<file path="src/verilog/accel_ctrl_pkg.sv">
// Package: register map, field positions, reset values and timing for the control register bank
package accel_ctrl_pkg;
   localparam logic [7:0] highpass_filter_control_addr = 8'h21;
   localparam logic [7:0] int_pin1_routing_addr        = 8'h22;
   localparam logic [7:0] data_format_control_addr     = 8'h23;
   localparam logic [7:0] boot_fifo_latch_control_addr = 8'h24;
   localparam logic [7:0] reference_value_reg_addr     = 8'h26;
   localparam logic [7:0] gen1_source_reg_addr         = 8'h31;
   localparam logic [7:0] gen2_source_reg_addr         = 8'h35;

   localparam logic [7:0] highpass_filter_control_rst = 8'h00;
   localparam logic [7:0] int_pin1_routing_rst        = 8'h00;
   localparam logic [7:0] data_format_control_rst     = 8'h00;
   localparam logic [7:0] boot_fifo_latch_control_rst = 8'h00;
   localparam logic [7:0] reference_value_rst         = 8'h00;

   // Writable bits per register; the rest read zero
   localparam logic [7:0] int_pin1_routing_mask        = 8'hfe;
   localparam logic [7:0] boot_fifo_latch_control_mask = 8'hcf;

   // highpass_filter_control fields
   localparam int filter_mode_pos    = 6;
   localparam int filter_cutoff_pos  = 4;
   localparam int filtered_data_pos  = 3;
   localparam int tap_filter_pos     = 2;
   localparam int gen2_filter_pos    = 1;
   localparam int gen1_filter_pos    = 0;
   // int_pin1_routing fields
   localparam int pin1_tap_pos       = 7;
   localparam int pin1_gen1_pos      = 6;
   localparam int pin1_gen2_pos      = 5;
   localparam int pin1_ready_a_pos   = 4;
   localparam int pin1_ready_b_pos   = 3;
   localparam int pin1_watermark_pos = 2;
   localparam int pin1_overflow_pos  = 1;
   // data_format_control fields
   localparam int block_update_pos   = 7;
   localparam int byte_order_pos     = 6;
   localparam int range_pos          = 4;
   localparam int high_res_pos       = 3;
   localparam int selftest_pos       = 1;
   localparam int serial_wire_pos    = 0;
   // boot_fifo_latch_control fields
   localparam int reboot_pos         = 7;
   localparam int fifo_en_pos        = 6;
   localparam int gen1_latch_pos     = 3;
   localparam int gen1_four_dir_pos  = 2;
   localparam int gen2_latch_pos     = 1;
   localparam int gen2_four_dir_pos  = 0;

   localparam logic [1:0] filter_mode_read_reset = 2'h0;
   localparam logic [1:0] filter_mode_reference  = 2'h1;
   localparam logic [1:0] filter_mode_normal     = 2'h2;
   localparam logic [1:0] filter_mode_autoreset  = 2'h3;
   localparam logic [1:0] selftest_undefined     = 2'h3;

   localparam int core_clk_hz  = 25000000;
   localparam int boot_time_ms = 5;
   localparam int boot_cycles  = (core_clk_hz / 1000) * boot_time_ms;
endpackage : accel_ctrl_pkg

</file>
<file path="src/verilog/accel_control_registers.sv">
// Control register bank: filter, pin routing, data format, boot, FIFO and latch settings
// Notes on behaviour
// Mode 00 resets filter on reference read
// Modes: reference, normal, autoreset on interrupt
// Two-bit cutoff, 00 highest, 11 lowest
// Filtered-data bit feeds outputs and FIFO
// Tap-filter bit filters tap detection input
// Gen2 filter bit filters second generator data
// Gen1 filter bit filters first generator data
// Tap, gen and ready events routed to pin
// Watermark and overrun events routed to pin
// Block update holds outputs until both read
// Byte order selects which byte is lower
// Byte swap only in high-resolution mode
// Range field selects 2, 4, 8, 16 g
// Self-test field: normal, variant 0, variant 1
// Host avoids self-test code 11
// Serial mode bit: 4-wire or 3-wire
// Reboot bit reloads boot registers from memory
// Boot reloads calibration, takes about 5 ms
// FIFO enable bit enables the FIFO
// Latch holds request until source read
// Four-direction only with six-direction enabled
// Reference register holds eight-bit reference value
// Unused bits read zero, ignore writes
`timescale 1ns/10ps
`default_nettype none
module accel_control_registers #(
   parameter int boot_cycles = accel_ctrl_pkg::boot_cycles
) (
   input  wire logic       core_clk_i,
   input  wire logic       rst_n_i,
   // Register port from the serial interface
   input  wire logic       reg_wr_i,
   input  wire logic       reg_rd_i,
   input  wire logic [7:0] reg_addr_i,
   input  wire logic [7:0] reg_wdata_i,
   output logic      [7:0] reg_rdata_o,
   // Event sources, mode and status inputs, output read strobes and boot data
   input  wire logic       tap_event_i,
   input  wire logic       gen1_event_i,
   input  wire logic       gen2_event_i,
   input  wire logic       ready_event_a_i,
   input  wire logic       ready_event_b_i,
   input  wire logic       fifo_watermark_i,
   input  wire logic       fifo_overrun_i,
   input  wire logic       high_res_mode_i,
   input  wire logic       six_dir_enable1_i,
   input  wire logic       six_dir_enable2_i,
   input  wire logic       out_low_read_i,
   input  wire logic       out_high_read_i,
   input  wire logic       new_sample_i,
   input  wire logic [7:0] boot_data_i,
   // Control outputs
   output logic            irq_pin_a_o,
   output logic            filter_reset_o,
   output logic [1:0]      filter_mode_sel_o,
   output logic [1:0]      filter_cutoff_sel_o,
   output logic            filtered_data_sel_o,
   output logic            tap_filter_en_o,
   output logic            gen1_filter_en_o,
   output logic            gen2_filter_en_o,
   output logic            output_update_o,
   output logic            byte_swap_o,
   output logic [1:0]      range_sel_o,
   output logic            high_res_sel_o,
   output logic [1:0]      selftest_sel_o,
   output logic            serial_wire_mode_o,
   output logic            boot_busy_o,
   output logic            boot_load_o,
   output logic            fifo_en_o,
   output logic            gen1_irq_o,
   output logic            gen2_irq_o,
   output logic            gen1_four_dir_o,
   output logic            gen2_four_dir_o,
   output logic [7:0]      reference_value_o
);
   initial begin
      if (boot_cycles < 1) $error("boot_cycles must be at least one");
   end

   localparam int cw = $clog2(boot_cycles + 1);

   typedef enum {boot_idle_st, boot_run_st} boot_state_type;

   typedef struct packed {
      logic [7:0]     hpf;
      logic [7:0]     route;
      logic [7:0]     fmt;
      logic [7:0]     bflc;
      logic [7:0]     ref_val;
      logic [7:0]     rdata;
      logic           irq;
      logic           filt_rst;
      logic           upd;
      logic           low_seen;
      logic           high_seen;
      logic           pend;
      logic           g1_irq;
      logic           g2_irq;
      boot_state_type bst;
      logic [cw-1:0]  bcnt;
      logic           bload;
   } state_type;

   state_type st;
   state_type next_st;

   // ----------------------------------------------------------------
   // Next-state logic
   // ----------------------------------------------------------------
   always_comb begin
      logic wr_hit;
      logic [7:0] route_mask;
      wr_hit = 1'b0;
      route_mask = accel_ctrl_pkg::int_pin1_routing_mask;
      next_st = st;
      next_st.filt_rst = 1'b0;
      next_st.bload = 1'b0;

      if (reg_wr_i) begin
         wr_hit = 1'b1;
         case (reg_addr_i)
            accel_ctrl_pkg::highpass_filter_control_addr: next_st.hpf = reg_wdata_i;
            accel_ctrl_pkg::int_pin1_routing_addr: next_st.route = reg_wdata_i & route_mask;
            accel_ctrl_pkg::data_format_control_addr: next_st.fmt = reg_wdata_i;
            accel_ctrl_pkg::boot_fifo_latch_control_addr:
               next_st.bflc = reg_wdata_i & accel_ctrl_pkg::boot_fifo_latch_control_mask;
            accel_ctrl_pkg::reference_value_reg_addr: next_st.ref_val = reg_wdata_i;
            default: wr_hit = 1'b0;
         endcase
      end

      // Read data; unmapped and unused bits read zero
      if (reg_rd_i) begin
         case (reg_addr_i)
            accel_ctrl_pkg::highpass_filter_control_addr: next_st.rdata = st.hpf;
            accel_ctrl_pkg::int_pin1_routing_addr: next_st.rdata = st.route;
            accel_ctrl_pkg::data_format_control_addr: next_st.rdata = st.fmt;
            accel_ctrl_pkg::boot_fifo_latch_control_addr: next_st.rdata = st.bflc;
            accel_ctrl_pkg::reference_value_reg_addr: next_st.rdata = st.ref_val;
            default: next_st.rdata = 8'h00;
         endcase
      end

      // Filter reset on reference read in mode 00, or on interrupt in autoreset
      if (reg_rd_i && reg_addr_i == accel_ctrl_pkg::reference_value_reg_addr &&
          st.hpf[accel_ctrl_pkg::filter_mode_pos +: 2] == accel_ctrl_pkg::filter_mode_read_reset) begin
         next_st.filt_rst = 1'b1;
      end
      if (st.hpf[accel_ctrl_pkg::filter_mode_pos +: 2] == accel_ctrl_pkg::filter_mode_autoreset &&
          (gen1_event_i || gen2_event_i)) begin
         next_st.filt_rst = 1'b1;
      end

      // Interrupt pin A: OR of enabled sources
      next_st.irq = (st.route[accel_ctrl_pkg::pin1_tap_pos] & tap_event_i) |
                    (st.route[accel_ctrl_pkg::pin1_gen1_pos] & st.g1_irq) |
                    (st.route[accel_ctrl_pkg::pin1_gen2_pos] & st.g2_irq) |
                    (st.route[accel_ctrl_pkg::pin1_ready_a_pos] & ready_event_a_i) |
                    (st.route[accel_ctrl_pkg::pin1_ready_b_pos] & ready_event_b_i) |
                    (st.route[accel_ctrl_pkg::pin1_watermark_pos] & fifo_watermark_i) |
                    (st.route[accel_ctrl_pkg::pin1_overflow_pos] & fifo_overrun_i);

      // Generator requests: latched ones wait for a source read; set beats clear
      if (st.bflc[accel_ctrl_pkg::gen1_latch_pos]) begin
         if (reg_rd_i && reg_addr_i == accel_ctrl_pkg::gen1_source_reg_addr) next_st.g1_irq = 1'b0;
         if (gen1_event_i) next_st.g1_irq = 1'b1;
      end else begin
         next_st.g1_irq = gen1_event_i;
      end
      if (st.bflc[accel_ctrl_pkg::gen2_latch_pos]) begin
         if (reg_rd_i && reg_addr_i == accel_ctrl_pkg::gen2_source_reg_addr) next_st.g2_irq = 1'b0;
         if (gen2_event_i) next_st.g2_irq = 1'b1;
      end else begin
         next_st.g2_irq = gen2_event_i;
      end

      // Block update: hold refresh from first byte read until the pair is done
      if (!st.fmt[accel_ctrl_pkg::block_update_pos]) begin
         next_st.upd = new_sample_i;
         next_st.low_seen = 1'b0;
         next_st.high_seen = 1'b0;
         next_st.pend = 1'b0;
      end else begin
         if (out_low_read_i) next_st.low_seen = 1'b1;
         if (out_high_read_i) next_st.high_seen = 1'b1;
         if (new_sample_i) next_st.pend = 1'b1;
         next_st.upd = 1'b0;
         if ((st.low_seen == st.high_seen) && (st.pend || new_sample_i)) begin
            next_st.upd = 1'b1;
            next_st.pend = 1'b0;
            next_st.low_seen = 1'b0;
            next_st.high_seen = 1'b0;
         end
      end

      // Reboot sequence: reload calibration after the boot time
      case (st.bst)
         boot_idle_st: begin
            if (st.bflc[accel_ctrl_pkg::reboot_pos]) begin
               next_st.bst = boot_run_st;
               next_st.bcnt = cw'(boot_cycles);
            end
         end
         boot_run_st: begin
            if (st.bcnt == cw'(1)) begin
               next_st.bst = boot_idle_st;
               next_st.bload = 1'b1;
               next_st.bflc[accel_ctrl_pkg::reboot_pos] = 1'b0;
            end else begin
               next_st.bcnt = st.bcnt - cw'(1);
            end
         end
         default: next_st.bst = boot_idle_st;
      endcase
      if (wr_hit && st.bst == boot_run_st) begin
         next_st.bflc[accel_ctrl_pkg::reboot_pos] = 1'b1;
      end
   end

   // ----------------------------------------------------------------
   // State register
   // ----------------------------------------------------------------
   always_ff @(posedge core_clk_i) begin
      if (!rst_n_i) begin
         st <= '0;
         st.hpf <= accel_ctrl_pkg::highpass_filter_control_rst;
         st.route <= accel_ctrl_pkg::int_pin1_routing_rst;
         st.fmt <= accel_ctrl_pkg::data_format_control_rst;
         st.bflc <= accel_ctrl_pkg::boot_fifo_latch_control_rst;
         st.ref_val <= accel_ctrl_pkg::reference_value_rst;
         st.bst <= boot_idle_st;
      end else begin
         st <= next_st;
      end
   end

   // ----------------------------------------------------------------
   // Outputs from flip-flops; the four-direction outputs are also gated by the six-direction inputs
   // ----------------------------------------------------------------
   assign reg_rdata_o = st.rdata;
   assign irq_pin_a_o = st.irq;
   assign filter_reset_o = st.filt_rst;
   assign filter_mode_sel_o = st.hpf[accel_ctrl_pkg::filter_mode_pos +: 2];
   assign filter_cutoff_sel_o = st.hpf[accel_ctrl_pkg::filter_cutoff_pos +: 2];
   assign filtered_data_sel_o = st.hpf[accel_ctrl_pkg::filtered_data_pos];
   assign tap_filter_en_o = st.hpf[accel_ctrl_pkg::tap_filter_pos];
   assign gen2_filter_en_o = st.hpf[accel_ctrl_pkg::gen2_filter_pos];
   assign gen1_filter_en_o = st.hpf[accel_ctrl_pkg::gen1_filter_pos];
   assign output_update_o = st.upd;
   // Swap only honoured while the high-resolution bit is set
   assign byte_swap_o = st.fmt[accel_ctrl_pkg::byte_order_pos] & st.fmt[accel_ctrl_pkg::high_res_pos];
   assign range_sel_o = st.fmt[accel_ctrl_pkg::range_pos +: 2];
   assign high_res_sel_o = st.fmt[accel_ctrl_pkg::high_res_pos];
   // Undefined code is shown as normal operation
   assign selftest_sel_o = (st.fmt[accel_ctrl_pkg::selftest_pos +: 2] == accel_ctrl_pkg::selftest_undefined) ?
                           2'h0 : st.fmt[accel_ctrl_pkg::selftest_pos +: 2];
   assign serial_wire_mode_o = st.fmt[accel_ctrl_pkg::serial_wire_pos];
   assign boot_busy_o = st.bflc[accel_ctrl_pkg::reboot_pos];
   assign boot_load_o = st.bload;
   assign fifo_en_o = st.bflc[accel_ctrl_pkg::fifo_en_pos];
   assign gen1_irq_o = st.g1_irq;
   assign gen2_irq_o = st.g2_irq;
   assign gen1_four_dir_o = st.bflc[accel_ctrl_pkg::gen1_four_dir_pos] & six_dir_enable1_i;
   assign gen2_four_dir_o = st.bflc[accel_ctrl_pkg::gen2_four_dir_pos] & six_dir_enable2_i;
   assign reference_value_o = st.ref_val;

   logic unused_ok;
   assign unused_ok = high_res_mode_i ^ (^boot_data_i);
endmodule : accel_control_registers
`default_nettype wire

</file>
<file path="config.mk">
export PLATFORM = sky130hd
export DESIGN_NAME = accel_control_registers
export DESIGN_NICKNAME = d
export VERILOG_FILES = /design/src/verilog/accel_ctrl_pkg.sv /design/src/verilog/accel_control_registers.sv
export SDC_FILE = /design/constraint.sdc
export NUM_CORES = 1
export LEC_CHECK = 0
export BUFFER_PORTS_ARGS = -buffer_cell sky130_fd_sc_hd__buf_2
export CAP_MARGIN = 20
export CORE_MARGIN = 3
export CORE_UTILIZATION = 45
export CTS_CLUSTER_SIZE = 16
export DETAILED_ROUTE_END_ITERATION = 8
export MAX_ROUTING_LAYER = met4
export PLACE_DENSITY_LB_ADDON = 0.25
export SLEW_MARGIN = 40
export SYNTH_ARGS = -nofsm -noshare
export SYNTH_HDL_FRONTEND = slang
export SYNTH_SLANG_ARGS = --single-unit
</file>
<file path="constraint.sdc">
create_clock -name core_clk_i -period 2.6 [get_ports core_clk_i]
set_input_delay 0.13 -clock core_clk_i [delete_from_list [all_inputs] [get_ports core_clk_i]]
set_output_delay 0.13 -clock core_clk_i [all_outputs]
set_load 0.02 [all_outputs]
</file>
# ---- After elaboration in Yosys (flattened, before gate mapping)
# Index checks and enable logic that the tools add are counted.
dict set report word_totals {
  reg_bits 103
  latchBits 0
  ramBits 0
  mem_bits_ro 0
  inputBits 41
  output_inout_bits 41
  word_cells 106
  mem_count 0
}
dict set report classes {
  addsub 1
  n_mul 0
  n_div 0
  n_lt_le_gt_ge 0
  n_eq_ne 18
  n_shift 0
  mux 29
  n_bitwise 18
  reduce_logical 22
}
# op n
set op_table {}
lappend op_table {{32-bit case mux with 2 select lines} 1}
lappend op_table {{8-bit by 6-bit == test with 1-bit output (second input constant)} 7}
lappend op_table {{49-bit two-way mux} 1}
lappend op_table {{8-bit case mux with 5 select lines} 1}
lappend op_table {{17-bit case mux with 2 select lines} 1}
lappend op_table {{32-bit by 1-bit == test with 1-bit output (second input constant)} 1}
lappend op_table {{32-bit by 2-bit == test with 1-bit output (second input constant)} 1}
lappend op_table {{32-bit logical NOT} 1}
lappend op_table {{32-bit two-way mux} 1}
lappend op_table {{17-bit by 1-bit == test with 1-bit output (second input constant)} 1}
lappend op_table {{1-bit two-way mux} 17}
lappend op_table {{17-bit two-way mux} 1}
lappend op_table {{17-bit by 1-bit subtractor with 17-bit output (second input constant)} 1}
lappend op_table {{16-bit two-way mux} 1}
lappend op_table {{8-bit two-way mux} 2}
lappend op_table {{2-bit AND reduction} 7}
lappend op_table {{1-bit AND} 10}
lappend op_table {{4-bit two-way mux} 2}
lappend op_table {{1-bit logical AND} 7}
lappend op_table {{2-bit inequality test (second input constant)} 3}
lappend op_table {{3-bit by 2-bit inequality test with 1-bit output (second input constant)} 2}
lappend op_table {{1-bit bitwise OR} 6}
lappend op_table {{5-bit OR reduction} 1}
lappend op_table {{2-bit == test (second input constant)} 2}
lappend op_table {{other kinds (8)} 10}

# ---- Depth between registers and ports, before layout
dict set report depth {
  depth_word 7
  mapped_depth 7
  depth_no_buf 6
}

# ---- Worst setup path after synthesis
# Ideal clock, no wire load.
dict set report synth_path {
  kind {register -> register}
  start {reg st[2] (netlist bit)}
  end {reg st[2] (netlist bit)}
  setup_time_ns 0.079
  arrival_time_ns 1.813
  required_ns 2.521
  path_slack_ns 0.707
  stages_incl_launch_ff 8
  n_path_buf 1
  period_less_slack_ns 1.893
  cell_sequence {dfxtp_1 inv_1 ha_1 or4b_4 nor4_4 buf_6 o21ai_0 a211oi_2}
}
dict set report synth_via {
  elab_chain_len 3
  elab_cells_between_ends 6
  cone_classes {1 x add/sub; 2 x eq/ne; 2 x mux; 1 x reduce/logical}
}
# element line
set synth_rtl {}
lappend synth_rtl {{start, declared} accel_control_registers.sv:106} ;# state_type st;
lappend synth_rtl {{start signal, assigned} accel_control_registers.sv:235} ;# st <= next_st;
lappend synth_rtl {{17-bit by 1-bit subtractor with 17-bit output or 17-bit by 1-bit == test with 1-bit output (tied branches)} {accel_control_registers.sv:212, accel_control_registers.sv:207}}
lappend synth_rtl {{17-bit two-way mux or 2-bit inequality test (tied branches)} n/a}
lappend synth_rtl {{17-bit case mux with 2 select lines or 3-bit AND reduction (tied branches)} n/a}
# Several ways; a longest one is shown, not always the timed one. The select of a mux whose other input is x is not followed.
# A chain may end at the register's enable or synchronous reset.

# ---- Worst setup path after layout
# Same ends and word-level chain as after synthesis.

==> summary.md <==
| Metric | Value |
|---|---|
| Total Nets Final | `507` |
| Total routed wirelength | `9650 microns` |
| Crit path capture type | `register` |
| Most used cells in the layout excluding fill and tap cells | `sky130_fd_sc_hd__dfxtp_1 (72), sky130_fd_sc_hd__buf_2 (72), sky130_fd_sc_hd__nor2_1 (45)` |
| Count of TritonRoute iterations in the first routing pass | `4` |
| Die Y | `95.9 microns` |
| Nets in the synthesized netlist | `454` |
| Initial antenna violation count | `0` |
| Die Footprint | `0.00919 sq mm` |
| Seq/Total Area, Yosys | `39.7%` |
| Run status | `completed` |
| Slew margin rel. | `49.0%` |
| Number of buffers added by the clock tree synthesis step | `9` |
| Startpoint types | `register` |
| Clock latency reported for the late side of the worst-skew pair | `0.34 ns` |
| Setup CP Type | `reg -> reg` |
| Routed length per placed instance | `16.9 microns` |
| Number of synthesized flops with an enable pin | `0` |
| Proportion of layout cells with a drive suffix above 1 | `24.5%` |
| Leak | `1.92 nW` |
| Required time at the endpoint of the critical path | `2.84 ns` |
| Mean Syn Cell Area | `8.84 sq um` |
| Routed vias/inst | `5.76` |
| Aggregate negative setup slack | `0 ns` |
| Most frequently used flop master after synthesis | `sky130_fd_sc_hd__dfxtp_1` |
| Setup violators final | `0` |
| Final-layout fill cell count | `740` |
| Maximum achievable frequency | `448 MHz` |
| Total buffers and inverters traversed by the critical path | `2` |
| Gate Count Post-Synth | `411` |
| Core Util, Final | `53.9%` |
| Number of storage elements in the synthesis netlist | `72` |
| Global route total overflow | `0` |
| # IOs | `82` |
| TritonCTS clock tree | `built` |
| Core outline area | `0.00777 sq mm` |
| DRC viols | `0` |
| CP top delay family | `simple AND/OR/NAND/NOR gates` |
| Final number of max-transition violations | `0` |
| Post-CTS Setup Inserts | `0` |
| Total power after layout | `2.21 mW` |
| Share of synthesized registers carrying an async set or reset | `0%` |
| Chain of cells forming the critical path | `inv_1 -> ha_1 -> or4b_4 -> nor4_4 -> buf_4 -> o21ai_0 -> a211oi_2` |
| P per Cell Area | `529 mW/mm^2` |
| Clk root buf | `sky130_fd_sc_hd__clkbuf_8` |
| HP Class | `in -> reg` |
| Number of gates resized after CTS | `0` |
| Count of yosys warnings during synthesis | `0` |
| Maximum VDD drop | `0.258 mV` |
| RePlAce Congestion | `0.906` |
| Total number of placement rows | `32` |
| Count of antenna-violating nets left after detailed routing | `0` |
| Setup repair after global routing missed its margin | `no` |
| Post-synthesis to final-layout area growth | `15.2%` |
| Maximum fanout count along the critical path | `9` |
| Maximum number of pins on one net before global-route repair | `34` |
| Bufs on Longest Clock Path | `2` |
| Number of buffer cells added on primary ports | `72` |
| Ant diodes | `0` |
| Highest cell delay on the worst timing path | `0.52 ns` |
| Overall routing resource usage | `22.7%` |
| Via total after detailed routing | `3,291` |
| Vias in the first global route | `3,038` |
| Final Hold Vio Count | `0` |
| Detailed placer's ending HPWL | `7010 microns` |
| Synth unique cells | `59` |
| Post-synthesis instance area | `0.00363 sq mm` |
| Number of sinks on the clock net | `72` |
| Wire length of the first global-routing pass | `15,600 microns` |
| Die extent in x | `95.9 microns` |
| Max_cap viols | `0` |
| Starting density of the core | `46.8%` |
| Clk slew on worst S/H paths | `0.07 ns` |
| Final period util | `85.9%` |
| Measured slew at the worst slew-check pin | `0.760 ns` |
| H-tree depth reported by CTS | `3` |
| Starting DRC count in detailed routing | `298` |
| Final worst path period need | `2.23 ns` |
| Largest clock skew in the final design | `0.0113 ns` |
| Worst Path Arrival | `2.47 ns` |
| Master of the slowest instance on the critical path | `sky130_fd_sc_hd__or4b_4` |
[cell families after synthesis]
group,share of synthesized area (%)
compound gates,16.5
buf+inv,8.09
simple gates,22.9
mux,11.6
xor+xnor,0.482
fa+ha+maj,0.689
flops,39.7
[state kept, by name, summed over array words and instances, names as in the netlist, 2 cells and up]
name                 count
filter_mode_sel_o        2
filter_cutoff_sel_o      2
reg_rdata_o              8
range_sel_o              2
reference_value_o        8
st                      36
[where the power goes]
group,internal [mW],switching (mW)
sequential,1.11,0.00434
clock,0.542,0.429
combinational,0.0460,0.0868
[through the flow]
stage / worst slack, ns / hold slack, ns / area [sq um] / cells
2_1_floorplan: 0.707 / 0.246 / 3630 / 411
3_3_place_gp: 0.497 / 0.340 / 3960 / 554
3_5_place_dp: 0.438 / 0.347 / 3960 / 554
4_1_cts: 0.381 / 0.00905 / 4190 / 571
5_1_grt: 0.234 / 0.0144 / 4190 / 571
6_report: 0.366 / 0.0125 / 4190 / 571
[layer usage]
layer  track usage (%)  share of wire (%)  up-vias
li1                  -                  -     1597
met1              31.7                 48     1572
met2              33.5                 44      111
met3              3.36                6.8       11
met4              7.94                1.5        0
met5                 -                  0        -
[repair_timing]
action                     CTS  global route
hold endpoints to repair     1             0
hold buffers                 1             0
setup endpoints to repair    0             0
[Yosys cell counts, drive strengths merged, types with 3 or more instances]
cell type | instances | share of area, %
o31ai | 3 | 0.76
or4 | 6 | 1.4
a221oi | 8 | 1.9
clkbuf | 16 | 1.7
nor2 | 45 | 4.6
nand3 | 7 | 0.96
nor3 | 8 | 1.1
nor4b | 3 | 0.90
nor4 | 10 | 2.5
o211ai | 3 | 0.62
and2 | 4 | 0.69
dfxtp | 72 | 40
a22oi | 4 | 0.83
a21oi | 11 | 1.5
inv | 10 | 1.0
o21ai | 19 | 2.6
buf | 28 | 5.4
a311oi | 3 | 0.72
nor2b | 7 | 1.2
a31o | 3 | 0.72
a211oi | 6 | 1.4
a2111oi | 3 | 0.72
or3 | 6 | 1.0
nand4 | 10 | 1.9
a32o | 5 | 1.4
nand2 | 40 | 4.1
mux2i | 40 | 11
[final cells by class]
cell class,instances,area (sq um),area share [%]
sequential,72,1440,34.4
multi-input combinational,285,1900,45.4
inverter,10,37.5,0.897
timing repair buffer,86,468,11.2
clock inverter,5,81.3,1.94
clock buffer,11,131,3.14
tap,102,128,3.05
[worst paths after layout]
check	startpoint	depth (start not counted)	to	slack, ns
max	st[2]	7	st[2]	0.37
min	out_high_read_i	3	st[53]	0.01
max reg2reg	st[2]	7	st[2]	0.37
min reg2reg	reg_rdata_o[5]	2	reg_rdata_o[5]	0.45
[worst min-delay path, cell delays in order]
cell	delay, ns
sky130_fd_sc_hd__buf_2	0.08
sky130_fd_sc_hd__nor2_1	0.03
sky130_fd_sc_hd__nor2_1	0.07
Power figures use the tool's default switching activity.
